[src/include/bvs_pkg.sv]
package bvs_pkg;

	// bus address of this register bank, arbitrary default
	localparam logic [6:0] DEV_ADDR = 7'h2A;

	localparam logic [7:0] KEY_OFS = 8'h0B;
	localparam logic [7:0] B2_OFS = 8'h0F;
	localparam logic [7:0] B3_OFS = 8'h10;
	localparam logic [7:0] CTL_OFS = 8'h11;

	localparam logic [7:0] KEY_RST = 8'h00;
	localparam logic [7:0] B2_RST = 8'h08;
	localparam logic [7:0] B3_RST = 8'h08;
	localparam logic [7:0] CTL_RST = 8'h06;
	localparam logic [7:0] UNLOCK_KEY = 8'h7D;

	// writable bits; the rest hold their reset value
	localparam logic [7:0] B2_WMASK = 8'hBE;
	localparam logic [7:0] B3_WMASK = 8'h9E;

	localparam int XADJ_BIT = 7;
	localparam int RSVD_BIT = 6;
	localparam int GO_BIT = 7;
	localparam int BYP_BIT = 6;

	localparam logic [5:0] CODE_SEG2 = 6'h18;
	localparam logic [5:0] CODE_SEG3 = 6'h20;
	localparam logic [5:0] CODE_SEG4 = 6'h30;
	localparam logic [5:0] CODE_SEG4_END = 6'h34;
	localparam logic [5:0] CODE_3V0 = 6'h35;
	localparam logic [5:0] CODE_3V1 = 6'h36;
	localparam logic [5:0] CODE_3V2 = 6'h37;

	// millivolt figures
	localparam logic [11:0] MV_0900 = 12'h384;
	localparam logic [11:0] MV_1500 = 12'h5DC;
	localparam logic [11:0] MV_1900 = 12'h76C;
	localparam logic [11:0] MV_2700 = 12'hA8C;
	localparam logic [11:0] MV_3000 = 12'hBB8;
	localparam logic [11:0] MV_3100 = 12'hC1C;
	localparam logic [11:0] MV_3200 = 12'hC80;
	localparam logic [11:0] MV_3300 = 12'hCE4;
	localparam logic [11:0] STEP_FINE = 12'h019;
	localparam logic [11:0] STEP_COARSE = 12'h032;
	localparam logic [11:0] MV_RST = 12'h44C;

	typedef enum logic [8:0] {
		ST_IDLE = 9'h001,
		ST_ADDR = 9'h002,
		ST_AACK = 9'h004,
		ST_REG = 9'h008,
		ST_RACK = 9'h010,
		ST_WDAT = 9'h020,
		ST_WACK = 9'h040,
		ST_RDAT = 9'h080,
		ST_MACK = 9'h100
	} bvs_state_t;

endpackage

[src/hdl/bvs_i2c_slave.sv]
`timescale 1ns/1ns
module bvs_i2c_slave import bvs_pkg::*; (
	input wire logic clk_i,
	input wire logic arst_n_i,
	input wire logic scl_i,
	input wire logic sda_i,
	input wire logic [7:0] rd_data_i,
	output logic sda_oe_n_o,
	output logic wr_stb_o,
	output logic [7:0] wr_data_o,
	output logic [7:0] ptr_o,
	output logic txn_end_o
);

	bvs_state_t st_r;
	logic scl_q_r, sda_q_r, rw_r;
	logic [2:0] cnt_r;
	logic [7:0] sh_r, tx_r;
	logic scl_rise, scl_fall, start, stop, last;
	logic [7:0] byte_in;

	assign scl_rise = scl_i & ~scl_q_r;
	assign scl_fall = ~scl_i & scl_q_r;
	assign start = scl_i & scl_q_r & sda_q_r & ~sda_i;
	assign stop = scl_i & scl_q_r & ~sda_q_r & sda_i;
	assign last = cnt_r == 3'h7;
	assign byte_in = {sh_r[6:0], sda_i};

	always_ff @(posedge clk_i or negedge arst_n_i) begin
		if (!arst_n_i) begin
			scl_q_r <= 1'b1;
			sda_q_r <= 1'b1;
		end else begin
			scl_q_r <= scl_i;
			sda_q_r <= sda_i;
		end
	end

	always_ff @(posedge clk_i or negedge arst_n_i) begin
		if (!arst_n_i) begin
			st_r <= ST_IDLE;
			cnt_r <= 3'h0;
			sh_r <= 8'h00;
			tx_r <= 8'h00;
			ptr_o <= 8'h00;
			rw_r <= 1'b0;
		end else if (start) begin
			st_r <= ST_ADDR;
			cnt_r <= 3'h0;
		end else if (stop) begin
			st_r <= ST_IDLE;
		end else if (scl_rise) begin
			unique case (st_r)
				ST_IDLE: begin
				end
				ST_ADDR, ST_REG, ST_WDAT: begin
					sh_r <= byte_in;
					cnt_r <= cnt_r + 3'h1;
					if (last && st_r == ST_ADDR) begin
						rw_r <= sda_i;
						st_r <= (sh_r[6:0] == DEV_ADDR) ? ST_AACK : ST_IDLE;
					end else if (last && st_r == ST_REG) begin
						ptr_o <= byte_in;
						st_r <= ST_RACK;
					end else if (last) begin
						st_r <= ST_WACK;
					end
				end
				ST_AACK: begin
					cnt_r <= 3'h0;
					tx_r <= rd_data_i;
					st_r <= rw_r ? ST_RDAT : ST_REG;
				end
				ST_RACK: st_r <= ST_WDAT;
				ST_WACK: begin
					ptr_o <= ptr_o + 8'h01;
					st_r <= ST_WDAT;
				end
				ST_RDAT: begin
					tx_r <= {tx_r[6:0], 1'b0};
					cnt_r <= cnt_r + 3'h1;
					if (last) begin
						// next byte is fetched before the master acks
						ptr_o <= ptr_o + 8'h01;
						st_r <= ST_MACK;
					end
				end
				ST_MACK: begin
					tx_r <= rd_data_i;
					st_r <= sda_i ? ST_IDLE : ST_RDAT;
				end
			endcase
		end
	end

	// pin changes only while the clock is low
	always_ff @(posedge clk_i or negedge arst_n_i) begin
		if (!arst_n_i)
			sda_oe_n_o <= 1'b1;
		else if (start || stop)
			sda_oe_n_o <= 1'b1;
		else if (scl_fall)
			sda_oe_n_o <= !(st_r == ST_AACK || st_r == ST_RACK ||
				st_r == ST_WACK || (st_r == ST_RDAT && !tx_r[7]));
	end

	always_ff @(posedge clk_i or negedge arst_n_i) begin
		if (!arst_n_i) begin
			wr_stb_o <= 1'b0;
			wr_data_o <= 8'h00;
			txn_end_o <= 1'b0;
		end else begin
			wr_stb_o <= scl_rise && !start && !stop && st_r == ST_WDAT &&
				last;
			if (scl_rise && st_r == ST_WDAT && last)
				wr_data_o <= byte_in;
			txn_end_o <= stop;
		end
	end

endmodule // bvs_i2c_slave

[src/hdl/bvs_setpoint_regs.sv]
`timescale 1ns/1ns
// How it works
// - second converter register at 0x0F, reset value 0x08.
// - third converter register at 0x10, reset value 0x08.
// - both converter registers accept writes only after unlock.
// - bit 7 picks external adjust (1) or register code (0).
// - bit 6 reads zero and ignores writes.
// - codes 0 to 0x17 give 0.9 V plus 25 mV per step.
// - codes 0x18 to 0x1F give 1.5 V to 1.85 V, 50 mV steps.
// - codes 0x20 to 0x2F give 1.9 V to 2.65 V, 50 mV steps.
// - codes 0x30-0x34 give 2.7-2.9 V; 0x35-0x37 give 3.0/3.1/3.2 V.
// - codes 0x38 and above all give 3.3 V.
// - second converter code bit 0 is fixed.
// - third converter code bits 5 and 0 are fixed.
// - third converter code resets to 0x08.
// - key 0x7D unlocks one following write; other keys lock.
// - key clears after the transaction following the unlock one.
// - new code applies on go bit, or on any accepted setpoint register write when bypassed.
module bvs_setpoint_regs import bvs_pkg::*; (
	input wire logic CLK_I,
	input wire logic ARST_N_I,
	input wire logic SCL_I,
	input wire logic SDA_I,
	output logic SDA_O,
	output logic SDA_OE_N_O,
	output logic [5:0] BUCK2_CODE_O,
	output logic [5:0] BUCK3_CODE_O,
	output logic BUCK2_EXT_O,
	output logic BUCK3_EXT_O,
	output logic [11:0] BUCK2_MV_O,
	output logic [11:0] BUCK3_MV_O,
	output logic TRANSITION_O
);

	logic wr_stb, txn_end, unlocked, accept, go_now, apply_r;
	logic [7:0] wr_data, ptr, rd_data;
	logic [7:0] unlock_key_r;
	logic key_seen_r;
	logic [7:0] buck_two_setpoint_control_r;
	logic [7:0] buck_three_setpoint_control_r;
	logic [7:0] ctl_r;
	logic transition_trigger_bypass;

	function automatic logic is_prot(input logic [7:0] a);
		return a == B2_OFS || a == B3_OFS || a == CTL_OFS;
	endfunction

	function automatic logic [11:0] code_to_mv(input logic [5:0] c);
		logic [11:0] w;
		w = {6'h00, c};
		if (c < CODE_SEG2)
			return MV_0900 + w * STEP_FINE;
		if (c < CODE_SEG3)
			return MV_1500 + (w - {6'h00, CODE_SEG2}) * STEP_COARSE;
		if (c < CODE_SEG4)
			return MV_1900 + (w - {6'h00, CODE_SEG3}) * STEP_COARSE;
		if (c <= CODE_SEG4_END)
			return MV_2700 + (w - {6'h00, CODE_SEG4}) * STEP_COARSE;
		if (c == CODE_3V0)
			return MV_3000;
		if (c == CODE_3V1)
			return MV_3100;
		if (c == CODE_3V2)
			return MV_3200;
		return MV_3300;
	endfunction

	bvs_i2c_slave u_slave (
		.clk_i(CLK_I),
		.arst_n_i(ARST_N_I),
		.scl_i(SCL_I),
		.sda_i(SDA_I),
		.rd_data_i(rd_data),
		.sda_oe_n_o(SDA_OE_N_O),
		.wr_stb_o(wr_stb),
		.wr_data_o(wr_data),
		.ptr_o(ptr),
		.txn_end_o(txn_end)
	);

	// open drain: the pin is only ever pulled low
	always_ff @(posedge CLK_I or negedge ARST_N_I) begin
		if (!ARST_N_I)
			SDA_O <= 1'b0;
		else
			SDA_O <= 1'b0;
	end

	assign transition_trigger_bypass = ctl_r[BYP_BIT];
	// only the exact key opens the lock
	assign unlocked = unlock_key_r == UNLOCK_KEY;
	// protected writes need the lock open
	assign accept = wr_stb && is_prot(ptr) && unlocked;
	assign go_now = accept && ptr == CTL_OFS && wr_data[GO_BIT];

	// key survives only its own transaction and the next one
	always_ff @(posedge CLK_I or negedge ARST_N_I) begin
		if (!ARST_N_I) begin
			unlock_key_r <= KEY_RST;
			key_seen_r <= 1'b0;
		end else if (wr_stb && ptr == KEY_OFS) begin
			unlock_key_r <= wr_data;
			key_seen_r <= 1'b1;
		end else begin
			if (accept || (txn_end && !key_seen_r))
				unlock_key_r <= KEY_RST;
			if (txn_end)
				key_seen_r <= 1'b0;
		end
	end

	always_ff @(posedge CLK_I or negedge ARST_N_I) begin
		if (!ARST_N_I)
			buck_two_setpoint_control_r <= B2_RST;
		else if (accept && ptr == B2_OFS)
			// fixed bits kept by the mask
			buck_two_setpoint_control_r <= (wr_data & B2_WMASK) |
				(B2_RST & ~B2_WMASK);
	end

	always_ff @(posedge CLK_I or negedge ARST_N_I) begin
		if (!ARST_N_I)
			buck_three_setpoint_control_r <= B3_RST;
		else if (accept && ptr == B3_OFS)
			// fixed bits kept by the mask
			buck_three_setpoint_control_r <= (wr_data & B3_WMASK) |
				(B3_RST & ~B3_WMASK);
	end

	// go bit self-clears once the new codes are applied
	always_ff @(posedge CLK_I or negedge ARST_N_I) begin
		if (!ARST_N_I)
			ctl_r <= CTL_RST;
		else if (accept && ptr == CTL_OFS)
			ctl_r <= wr_data;
		else if (apply_r)
			ctl_r[GO_BIT] <= 1'b0;
	end

	always_ff @(posedge CLK_I or negedge ARST_N_I) begin
		if (!ARST_N_I)
			apply_r <= 1'b0;
		else
			apply_r <= go_now || (transition_trigger_bypass && accept &&
				(ptr == B2_OFS || ptr == B3_OFS));
	end

	// applied one cycle after the store, so the new value is used
	always_ff @(posedge CLK_I or negedge ARST_N_I) begin
		if (!ARST_N_I) begin
			BUCK2_CODE_O <= B2_RST[5:0];
			BUCK3_CODE_O <= B3_RST[5:0];
			BUCK2_MV_O <= MV_RST;
			BUCK3_MV_O <= MV_RST;
		end else if (apply_r) begin
			BUCK2_CODE_O <= buck_two_setpoint_control_r[5:0];
			BUCK3_CODE_O <= buck_three_setpoint_control_r[5:0];
			BUCK2_MV_O <= code_to_mv(buck_two_setpoint_control_r[5:0]);
			BUCK3_MV_O <= code_to_mv(buck_three_setpoint_control_r[5:0]);
		end
	end

	always_ff @(posedge CLK_I or negedge ARST_N_I) begin
		if (!ARST_N_I)
			TRANSITION_O <= 1'b0;
		else
			TRANSITION_O <= apply_r;
	end

	// source select follows the stored bit
	always_ff @(posedge CLK_I or negedge ARST_N_I) begin
		if (!ARST_N_I) begin
			BUCK2_EXT_O <= B2_RST[XADJ_BIT];
			BUCK3_EXT_O <= B3_RST[XADJ_BIT];
		end else begin
			BUCK2_EXT_O <= buck_two_setpoint_control_r[XADJ_BIT];
			BUCK3_EXT_O <= buck_three_setpoint_control_r[XADJ_BIT];
		end
	end

	// unmapped reads return zero
	always_comb begin
		case (ptr)
			KEY_OFS: rd_data = unlock_key_r;
			B2_OFS: rd_data = buck_two_setpoint_control_r;
			B3_OFS: rd_data = buck_three_setpoint_control_r;
			CTL_OFS: rd_data = ctl_r;
			default: rd_data = 8'h00;
		endcase
	end

	property p_b2_reset;
		@(posedge CLK_I) disable iff (!ARST_N_I)
		$rose(ARST_N_I) |-> buck_two_setpoint_control_r == B2_RST;
	endproperty
	a_b2_reset: assert property (p_b2_reset)
		else $error("second register reset value wrong");

	property p_b3_reset;
		@(posedge CLK_I) disable iff (!ARST_N_I)
		$rose(ARST_N_I) |-> buck_three_setpoint_control_r == B3_RST &&
			BUCK3_CODE_O == 6'h08;
	endproperty
	a_b3_reset: assert property (p_b3_reset)
		else $error("third register reset value wrong");

	property p_locked_drop;
		@(posedge CLK_I) disable iff (!ARST_N_I)
		wr_stb && !unlocked |=> $stable(buck_two_setpoint_control_r) &&
			$stable(buck_three_setpoint_control_r) && $stable(ctl_r);
	endproperty
	a_locked_drop: assert property (p_locked_drop)
		else $error("locked write changed a register");

	property p_unlocked_write;
		@(posedge CLK_I) disable iff (!ARST_N_I)
		wr_stb && unlocked && ptr == B3_OFS |=>
			buck_three_setpoint_control_r[XADJ_BIT] ==
			$past(wr_data[XADJ_BIT]) && unlock_key_r == KEY_RST;
	endproperty
	a_unlocked_write: assert property (p_unlocked_write)
		else $error("unlocked write not taken or lock not rearmed");

	property p_one_write;
		@(posedge CLK_I) disable iff (!ARST_N_I)
		accept |=> !unlocked;
	endproperty
	a_one_write: assert property (p_one_write)
		else $error("lock stayed open after a write");

	property p_key_expire;
		@(posedge CLK_I) disable iff (!ARST_N_I)
		txn_end && !key_seen_r && !(wr_stb && ptr == KEY_OFS) |=>
			unlock_key_r == KEY_RST;
	endproperty
	a_key_expire: assert property (p_key_expire)
		else $error("key not cleared after transaction");

	property p_rsvd_zero;
		@(posedge CLK_I) disable iff (!ARST_N_I)
		buck_two_setpoint_control_r[RSVD_BIT] == 1'b0 &&
			buck_three_setpoint_control_r[RSVD_BIT] == 1'b0;
	endproperty
	a_rsvd_zero: assert property (p_rsvd_zero)
		else $error("reserved bit set");

	property p_fixed_bits;
		@(posedge CLK_I) disable iff (!ARST_N_I)
		buck_two_setpoint_control_r[0] == B2_RST[0] &&
			buck_three_setpoint_control_r[5] == B3_RST[5] &&
			buck_three_setpoint_control_r[0] == B3_RST[0];
	endproperty
	a_fixed_bits: assert property (p_fixed_bits)
		else $error("fixed code bit changed");

	property p_fine_map;
		@(posedge CLK_I) disable iff (!ARST_N_I)
		BUCK2_CODE_O < 6'h18 |-> BUCK2_MV_O ==
			12'h384 + 12'h019 * {6'h00, BUCK2_CODE_O};
	endproperty
	a_fine_map: assert property (p_fine_map)
		else $error("fine segment voltage wrong");

	property p_sat_map;
		@(posedge CLK_I) disable iff (!ARST_N_I)
		BUCK2_CODE_O >= 6'h38 |-> BUCK2_MV_O == 12'hCE4;
	endproperty
	a_sat_map: assert property (p_sat_map)
		else $error("top codes do not saturate");

	property p_ext_follow;
		@(posedge CLK_I) disable iff (!ARST_N_I)
		##1 BUCK2_EXT_O == $past(buck_two_setpoint_control_r[XADJ_BIT]);
	endproperty
	a_ext_follow: assert property (p_ext_follow)
		else $error("source select does not follow register");

	property p_bypass_apply;
		@(posedge CLK_I) disable iff (!ARST_N_I)
		accept && transition_trigger_bypass && ptr == B2_OFS |=>
			##1 TRANSITION_O &&
			BUCK2_CODE_O == buck_two_setpoint_control_r[5:0];
	endproperty
	a_bypass_apply: assert property (p_bypass_apply)
		else $error("bypassed write did not start transition");

	property p_hold_no_go;
		@(posedge CLK_I) disable iff (!ARST_N_I)
		!apply_r |=> $stable(BUCK2_CODE_O) && $stable(BUCK3_CODE_O);
	endproperty
	a_hold_no_go: assert property (p_hold_no_go)
		else $error("code changed without trigger");

endmodule // bvs_setpoint_regs

[config.mk]
export PLATFORM = sky130hd
export DESIGN_NAME = bvs_setpoint_regs
export DESIGN_NICKNAME = d
export VERILOG_FILES = /design/src/include/bvs_pkg.sv /design/src/hdl/bvs_i2c_slave.sv /design/src/hdl/bvs_setpoint_regs.sv
export SDC_FILE = /design/constraint.sdc
export NUM_CORES = 1
export LEC_CHECK = 0
export BUFFER_PORTS_ARGS = -buffer_cell sky130_fd_sc_hd__buf_4
export CAP_MARGIN = 20
export CORE_AREA = 2 2 149 151
export CTS_BUF_LIST = sky130_fd_sc_hd__clkbuf_4
export DETAILED_ROUTE_END_ITERATION = 8
export DIE_AREA = 0 0 151 153
export GPL_ROUTABILITY_DRIVEN = 0
export GPL_TIMING_DRIVEN = 0
export PLACE_DENSITY = 0.65
export SLEW_MARGIN = 25
export SYNTH_ARGS = -nofsm -noshare
export SYNTH_HDL_FRONTEND = slang
export SYNTH_SLANG_ARGS = --single-unit
export TNS_END_PERCENT = 1
[constraint.sdc]
create_clock -name CLK_I -period 3.6 [get_ports CLK_I]
set_input_delay 0.54 -clock CLK_I [delete_from_list [all_inputs] [get_ports CLK_I]]
set_output_delay 0.54 -clock CLK_I [all_outputs]
set_load 0.1 [all_outputs]
# Word-level counts from Yosys, hierarchy flattened
# Cells that the tools add are included.
[totals] input_bits=4 wordCells=269 register_bits=114 output_inout_bits=41
[op_classes] n_bitwise=13 mul=8 reduce_logical=52 n_eq_ne=22 addsub=16 muxes=124 n_lt_le_gt_ge=8
[op_table] op="two-way mux 12 bit" count=30
[op_table] op="multiplier 12 x 5 -> 11 bit, second input constant" count=6
[op_table] op="two-way mux 1 bit" count=71
[op_table] op="two-way mux 9 bit" count=7
[op_table] op="two-way mux 8 bit" count=7
[op_table] op="adder 11 x 12 -> 12 bit, first input constant" count=4
[op_table] op="one-hot mux 9 bit (5 select lines)" count=1
[op_table] op="one-hot mux 8 bit (4 select lines)" count=1
[op_table] op="adder 12 bit, first input constant" count=2
[op_table] op="one-hot mux 8 bit (3 select lines)" count=1
[op_table] op="logical AND 1 bit" count=19
[op_table] op="equality test 8 x 4 -> 1 bit, second input constant" count=2
[op_table] op="equality test 8 x 5 -> 1 bit, second input constant" count=2
[op_table] op="one-hot mux 8 bit (2 select lines)" count=1
[op_table] op="subtractor 5 x 6 -> 7 bit, second input constant" count=2
[op_table] op="subtractor 6 x 6 -> 7 bit, second input constant" count=2
[op_table] op="adder 10 x 11 -> 12 bit, first input constant" count=1
[op_table] op="< comparator 5 x 6 -> 1 bit, second input constant" count=2
[op_table] op="< comparator 6 bit, second input constant" count=2
[op_table] op="two-way mux 3 bit" count=4
[op_table] op="AND reduction 4 bit" count=3
[op_table] op="nonzero test 2 bit" count=6
[op_table] op="adder 10 x 10 -> 11 bit, first input constant" count=1
[op_table] op="multiplier 5 x 5 -> 10 bit, second input constant" count=1
[op_table] op="38 further kinds" count=65

# Longest topological paths before layout
[depth] ltp_word=37 ltp_mapped=16 ltp_nobuf=16

# Cells and area by module
# Synthesis repeated with hierarchy kept, for this count alone.
[hier_totals] hier_cells=865 hier_area_um2=8536.9
[by_module_without_submodules] mod="bvs_setpoint_regs" instances=1 area_each_um2=5868.1 seq_area_each_um2=1594.0 cells_per_inst=622
[by_module_without_submodules] mod="bvs_i2c_slave" instances=1 area_each_um2=2668.8 seq_area_each_um2=1231.2 cells_per_inst=243

# Worst setup path after synthesis
# No wires, ideal clock.
[synth_timing] kind="register -> register" startpoint="register buck_two_setpoint_control_r[3]" endpoint="register BUCK2_MV_O[10]" t_required_ns=3.511 period_less_slack_ns=3.940 slack_ns=-0.340 path_buffers=1 setup_ns=0.089 arrival_time_ns=3.851 stages_incl_launch_ff=16 path_cell_list="dfstp_2 > clkbuf_1 > inv_1 > ha_1 > ha_1 > xor3_1 > inv_1 > ha_1 > or2_2 > ha_1 > or3b_1 > and2_1 > nor3_1 > xnor2_1 > mux2_2 > a211oi_1"
[synth_between] elab_chain_cells=18 elab_cells_between_ends=53 classes_between="7 x add/sub; 4 x mul; 4 x order compare; 1 x eq/ne; 37 x mux"
[synth_lines] item="from (decl)" line="bvs_setpoint_regs.sv:39" text="logic [7:0] buck_two_setpoint_control_r;"
[synth_lines] item="from (signal assigned)" line="bvs_setpoint_regs.sv:117" text="buck_two_setpoint_control_r <= (wr_data & B2_WMASK) |"
[synth_lines] item="branches (longest 17 deep; another with multiplier 12 x 5 -> 11 bit)"
[synth_lines] item="two-way mux 12 bit *" line="bvs_setpoint_regs.sv:53" text="if (c < CODE_SEG3)"
[synth_lines] item="to (signal assigned)" line="bvs_setpoint_regs.sv:158" text="BUCK2_MV_O <= code_to_mv(buck_two_setpoint_control_r[5:0]);"
[synth_lines] item="to (decl)" line="bvs_setpoint_regs.sv:30" text="output logic [11:0] BUCK2_MV_O,"
# Mark *: on every way between the ends. The select of a mux whose other input is x is not followed.
# A chain may end at the register's enable or synchronous reset.

# Final worst setup path
[layout_timing] startpoint="register buck_two_setpoint_control_r[3]" endpoint="register BUCK2_MV_O[11]"
# Same word-level chain as after synthesis.

==> results.yml <==
detailed_routing:
  avgRoutedWirePerCell_um: 16.5
  drt_wl_total_um: 20400
  postRouteAntennaNets: 0
  vias: 6518
  avgViaCountPerCell: 5.28
  drt_first_pass_iters: 5
  drt_iter0_markers: 289
  drc: 0
global_routing:
  grt_pass1_wl_um: 34000
  grt_use_total_pct: 18.3
  grt_max_degree: 62
  grt_overflow: 0
  first_global_vias: 6489
  antenna_found_initial: 1
floorplanning:
  core_area_mm2: 0.0215
  dieArea_mm2: 0.0231
  rows: 54
  die_y_um: 153
  initial_utilization_pct: 39.3
  dieWidth_um: 151
  ios: 45
synthesis:
  ys_dominant_reg_cell: "dfrtp_1"
  ys_seq_area_share_pct: 33.4
  syn_area_per_cell_um2: 9.73
  synth_area_mm2: 0.00845
  ys_top_cells_by_area: "dfrtp_1, ha_1, mux2_2, dfstp_2, xnor2_1"
  synth-edff-count: 0
  synthArstFlopShare_pct: 100
  yosys.area.top_type_share_pct: 27.8
  synth_cell_types: 71
  synth.yosys.warnings: 0
  yosysMostFrequentCell: "dfrtp_1"
  synth_common_cells: "dfrtp_1, ha_1, inv_1, nor2_1, mux2_2"
  synth_seq_cells: 112
  synthCells: 868
  synth_top_area_cell: "dfrtp_1"
worst_setup_path:
  required_ps: 4020
  setup.worst_path.end_class: "flop"
  crit_chain: "clkbuf_16 -> clkinvlp_4 -> ha_4 -> ha_4 -> xor3_2 -> inv_2 -> ha_4 -> or2_4 -> ha_4 -> or3b_4 -> a211oi_2 -> nand3_2 -> xnor2_2 -> o221ai_2 -> o211ai_1"
  cp_top_family: "adder cells"
  cpPeakStageDelay_ps: 610
  startpoint_type: "flop"
  cp_common_cell: "ha_4"
  crit_path_top_delay_cell: "dfstp_2"
  cp_max_fo: 4
  path_class: "flop to flop"
  cp_num_buf_inv: 3
  worstPathArrival_ps: 4060
power_and_ir_drop:
  p_leak_nw: 4.52
  max-vdd-ir-drop_uv: 154
  powerDensity_mw_per_mm2: 269
timing:
  rsz0062_at_grt: "yes"
  timing.fmax_mhz: 275
  min_period_ps: 3640
  finalCritPeriodShare_pct: 101
  fin_ws_ps: -38.0
  hold_violations: 0
  slew_headroom_pct: 35.6
  maxSlewViolCount: 0
  fin_skew_ps: 28.5
  whs_ps: 118
  setup_viol: 3
  tightest_slew_ps: 959
cells_and_area:
  seq_area_mm2: 0.00283
  final_util_pct: 46.3
  area.growth.synth_to_final_pct: 17.7
  nets: 1057
  fillers: 2039
  layout-drive-gt1-share_pct: 25.5
  multi_input_comb_area_mm2: 0.00560
cts:
  cts.sinks: 112
  cts-htree-levels: 3
  cts_buffers: 9
  clk_pin_slew_ps: 190
  cts_root_buf: "clkbuf_4"
  clockBufferDepth: 2
  cts_tree: "yes"
  clock_latency_ps: 520
placed_design:
  place_ws_ps: -554
  port_buffers: 38
  dpl.hpwl_um: 14900
flow_run:
  maxCapViolations: 0
hold_path:
  hold_path.class: "input pin to flop"
run_status:
  failed_checks: "negative setup slack"
  status: "complete, but fails checks"
[cell usage in the layout, fill, tap and decap left out, types with 10 or more instances in the layout]
master / Yosys / routed
buf_4: 8 / 69
a22o_1: 15 / 15
xnor2_1: 41 / 35
ha_4: 0 / 16
dfrtp_1: 94 / 89
dfstp_2: 18 / 18
inv_1: 63 / 52
xor2_1: 28 / 27
nor2_1: 62 / 62
fa_1: 15 / 15
a21o_1: 10 / 10
ha_1: 89 / 71
a21oi_1: 42 / 35
nand2b_1: 21 / 21
o21ai_0: 42 / 40
nand3_1: 30 / 29
clkbuf_1: 18 / 13
clkbuf_4: 0 / 10
a31oi_1: 15 / 15
mux2_2: 46 / 45
nand2_1: 41 / 41
nor2b_1: 16 / 15
[layout make-up]
cell class,count,share of cell area [%]
Multi-Input combinational cell,662,56.3
Sequential cell,112,28.5
Timing Repair Buffer,65,5.21
Tap cell,280,3.52
Inverter,63,2.55
Buffer,36,2.43
Clock inverter,7,0.843
Clock buffer,9,0.679
Antenna cell,1,0.0252
[per-stage QoR]
step	area, um^2	TNS, ps	cells	total power, mW
finish	9950	-50.4	1235	2.68
global route	9950	-449	1235	2.81
CTS	9830	-5.22	1231	2.69
detailed placement	9280	-2070	1192	1.99
global placement	9250	-1830	1191	1.97
floorplan	8610	-60.4	873	1.85
[path summary, 6_finish.rpt]
path,startpoint,end,slack (ps),cells after the start
setup reg to reg,buck_two_setpoint_control_r[3]$_DFFE_PN1P_,BUCK2_MV_O[11]$_DFFE_PN0P_,-40,15
max in group asynchronous,ARST_N_I,BUCK2_MV_O[6]$_DFFE_PN1P_,2350,3
min in group asynchronous,ARST_N_I,u_slave.ptr_o[3]$_DFFE_PN0P_,520,2
hold reg to reg,buck_two_setpoint_control_r[7]$_DFFE_PN0P_,BUCK2_EXT_O$_DFF_PN0_,450,0
hold / removal,SDA_I,u_slave.sda_q_r$_DFF_PN1_,120,1
setup / recovery,buck_two_setpoint_control_r[3]$_DFFE_PN1P_,BUCK2_MV_O[11]$_DFFE_PN0P_,-40,15
[power breakdown]
group          internal, mW  leakage (nW)  total, mW  switching [mW]
clock                 0.227        0.0847      0.711           0.484
sequential             1.37          1.46       1.49           0.114
combinational         0.194          2.97      0.475           0.281
[logic make-up (layout without fill, tap and decap cells)]
logic type / count (synthesis) / after routing / synth area share, %
buf+inv: 99 / 180 / 5.01
simple gates: 233 / 233 / 14.4
flops: 112 / 112 / 33.4
fa+ha+maj: 104 / 104 / 16.7
other cells: 1 / 7 / 0.0444
xor+xnor: 73 / 73 / 8.23
mux: 51 / 51 / 6.72
compound gates: 195 / 195 / 15.4
[registers in the layout, indices dropped and copies added, names as in the netlist, 3 cells and up]
name / cells
BUCK3_MV_O: 11
u_slave.tx_r: 8
u_slave.wr_data_o: 8
buck_three_setpoint_control_r: 5
u_slave.ptr_o: 8
BUCK3_CODE_O: 4
u_slave.st_r: 9
BUCK2_MV_O: 11
ctl_r: 8
u_slave.sh_r: 7
buck_two_setpoint_control_r: 6
u_slave.cnt_r: 3
BUCK2_CODE_O: 5
unlock_key_r: 8
[what timing repair did]
| action | CTS | global route |
|---|---|---|
| resized for setup | 44 | 20 |
| pin swaps | 19 | 9 |
| setup buffers | 22 | 3 |
| hold buffers | 1 | 0 |
| setup endpoints to repair | 8 | 5 |
| endpoints found under the hold margin | 42 | 0 |
[metal layers]
layer | global-route usage [%] | up-vias | part of all wire, % | wire (um)
met5 | 0 | - | 0 | 0
met4 | 5.79 | 0 | 1.9 | 379
met3 | 2.33 | 24 | 2.9 | 602
met2 | 29.8 | 105 | 48 | 9860
met1 | 25.4 | 3173 | 47 | 9590
li1 | - | 3216 | - | -
[worst register-to-register path: stages, from the launching register on]
cell and delay (ps):
dfstp_2 610, clkbuf_16 140, clkinvlp_4 130, ha_4 260, ha_4 160, xor3_2 270
inv_2 80, ha_4 150, or2_4 250, ha_4 280, or3b_4 390, a211oi_2 200
nand3_2 110, xnor2_2 180, o221ai_2 210, o211ai_1 130
No activity file was read; power rests on OpenSTA's default activity.
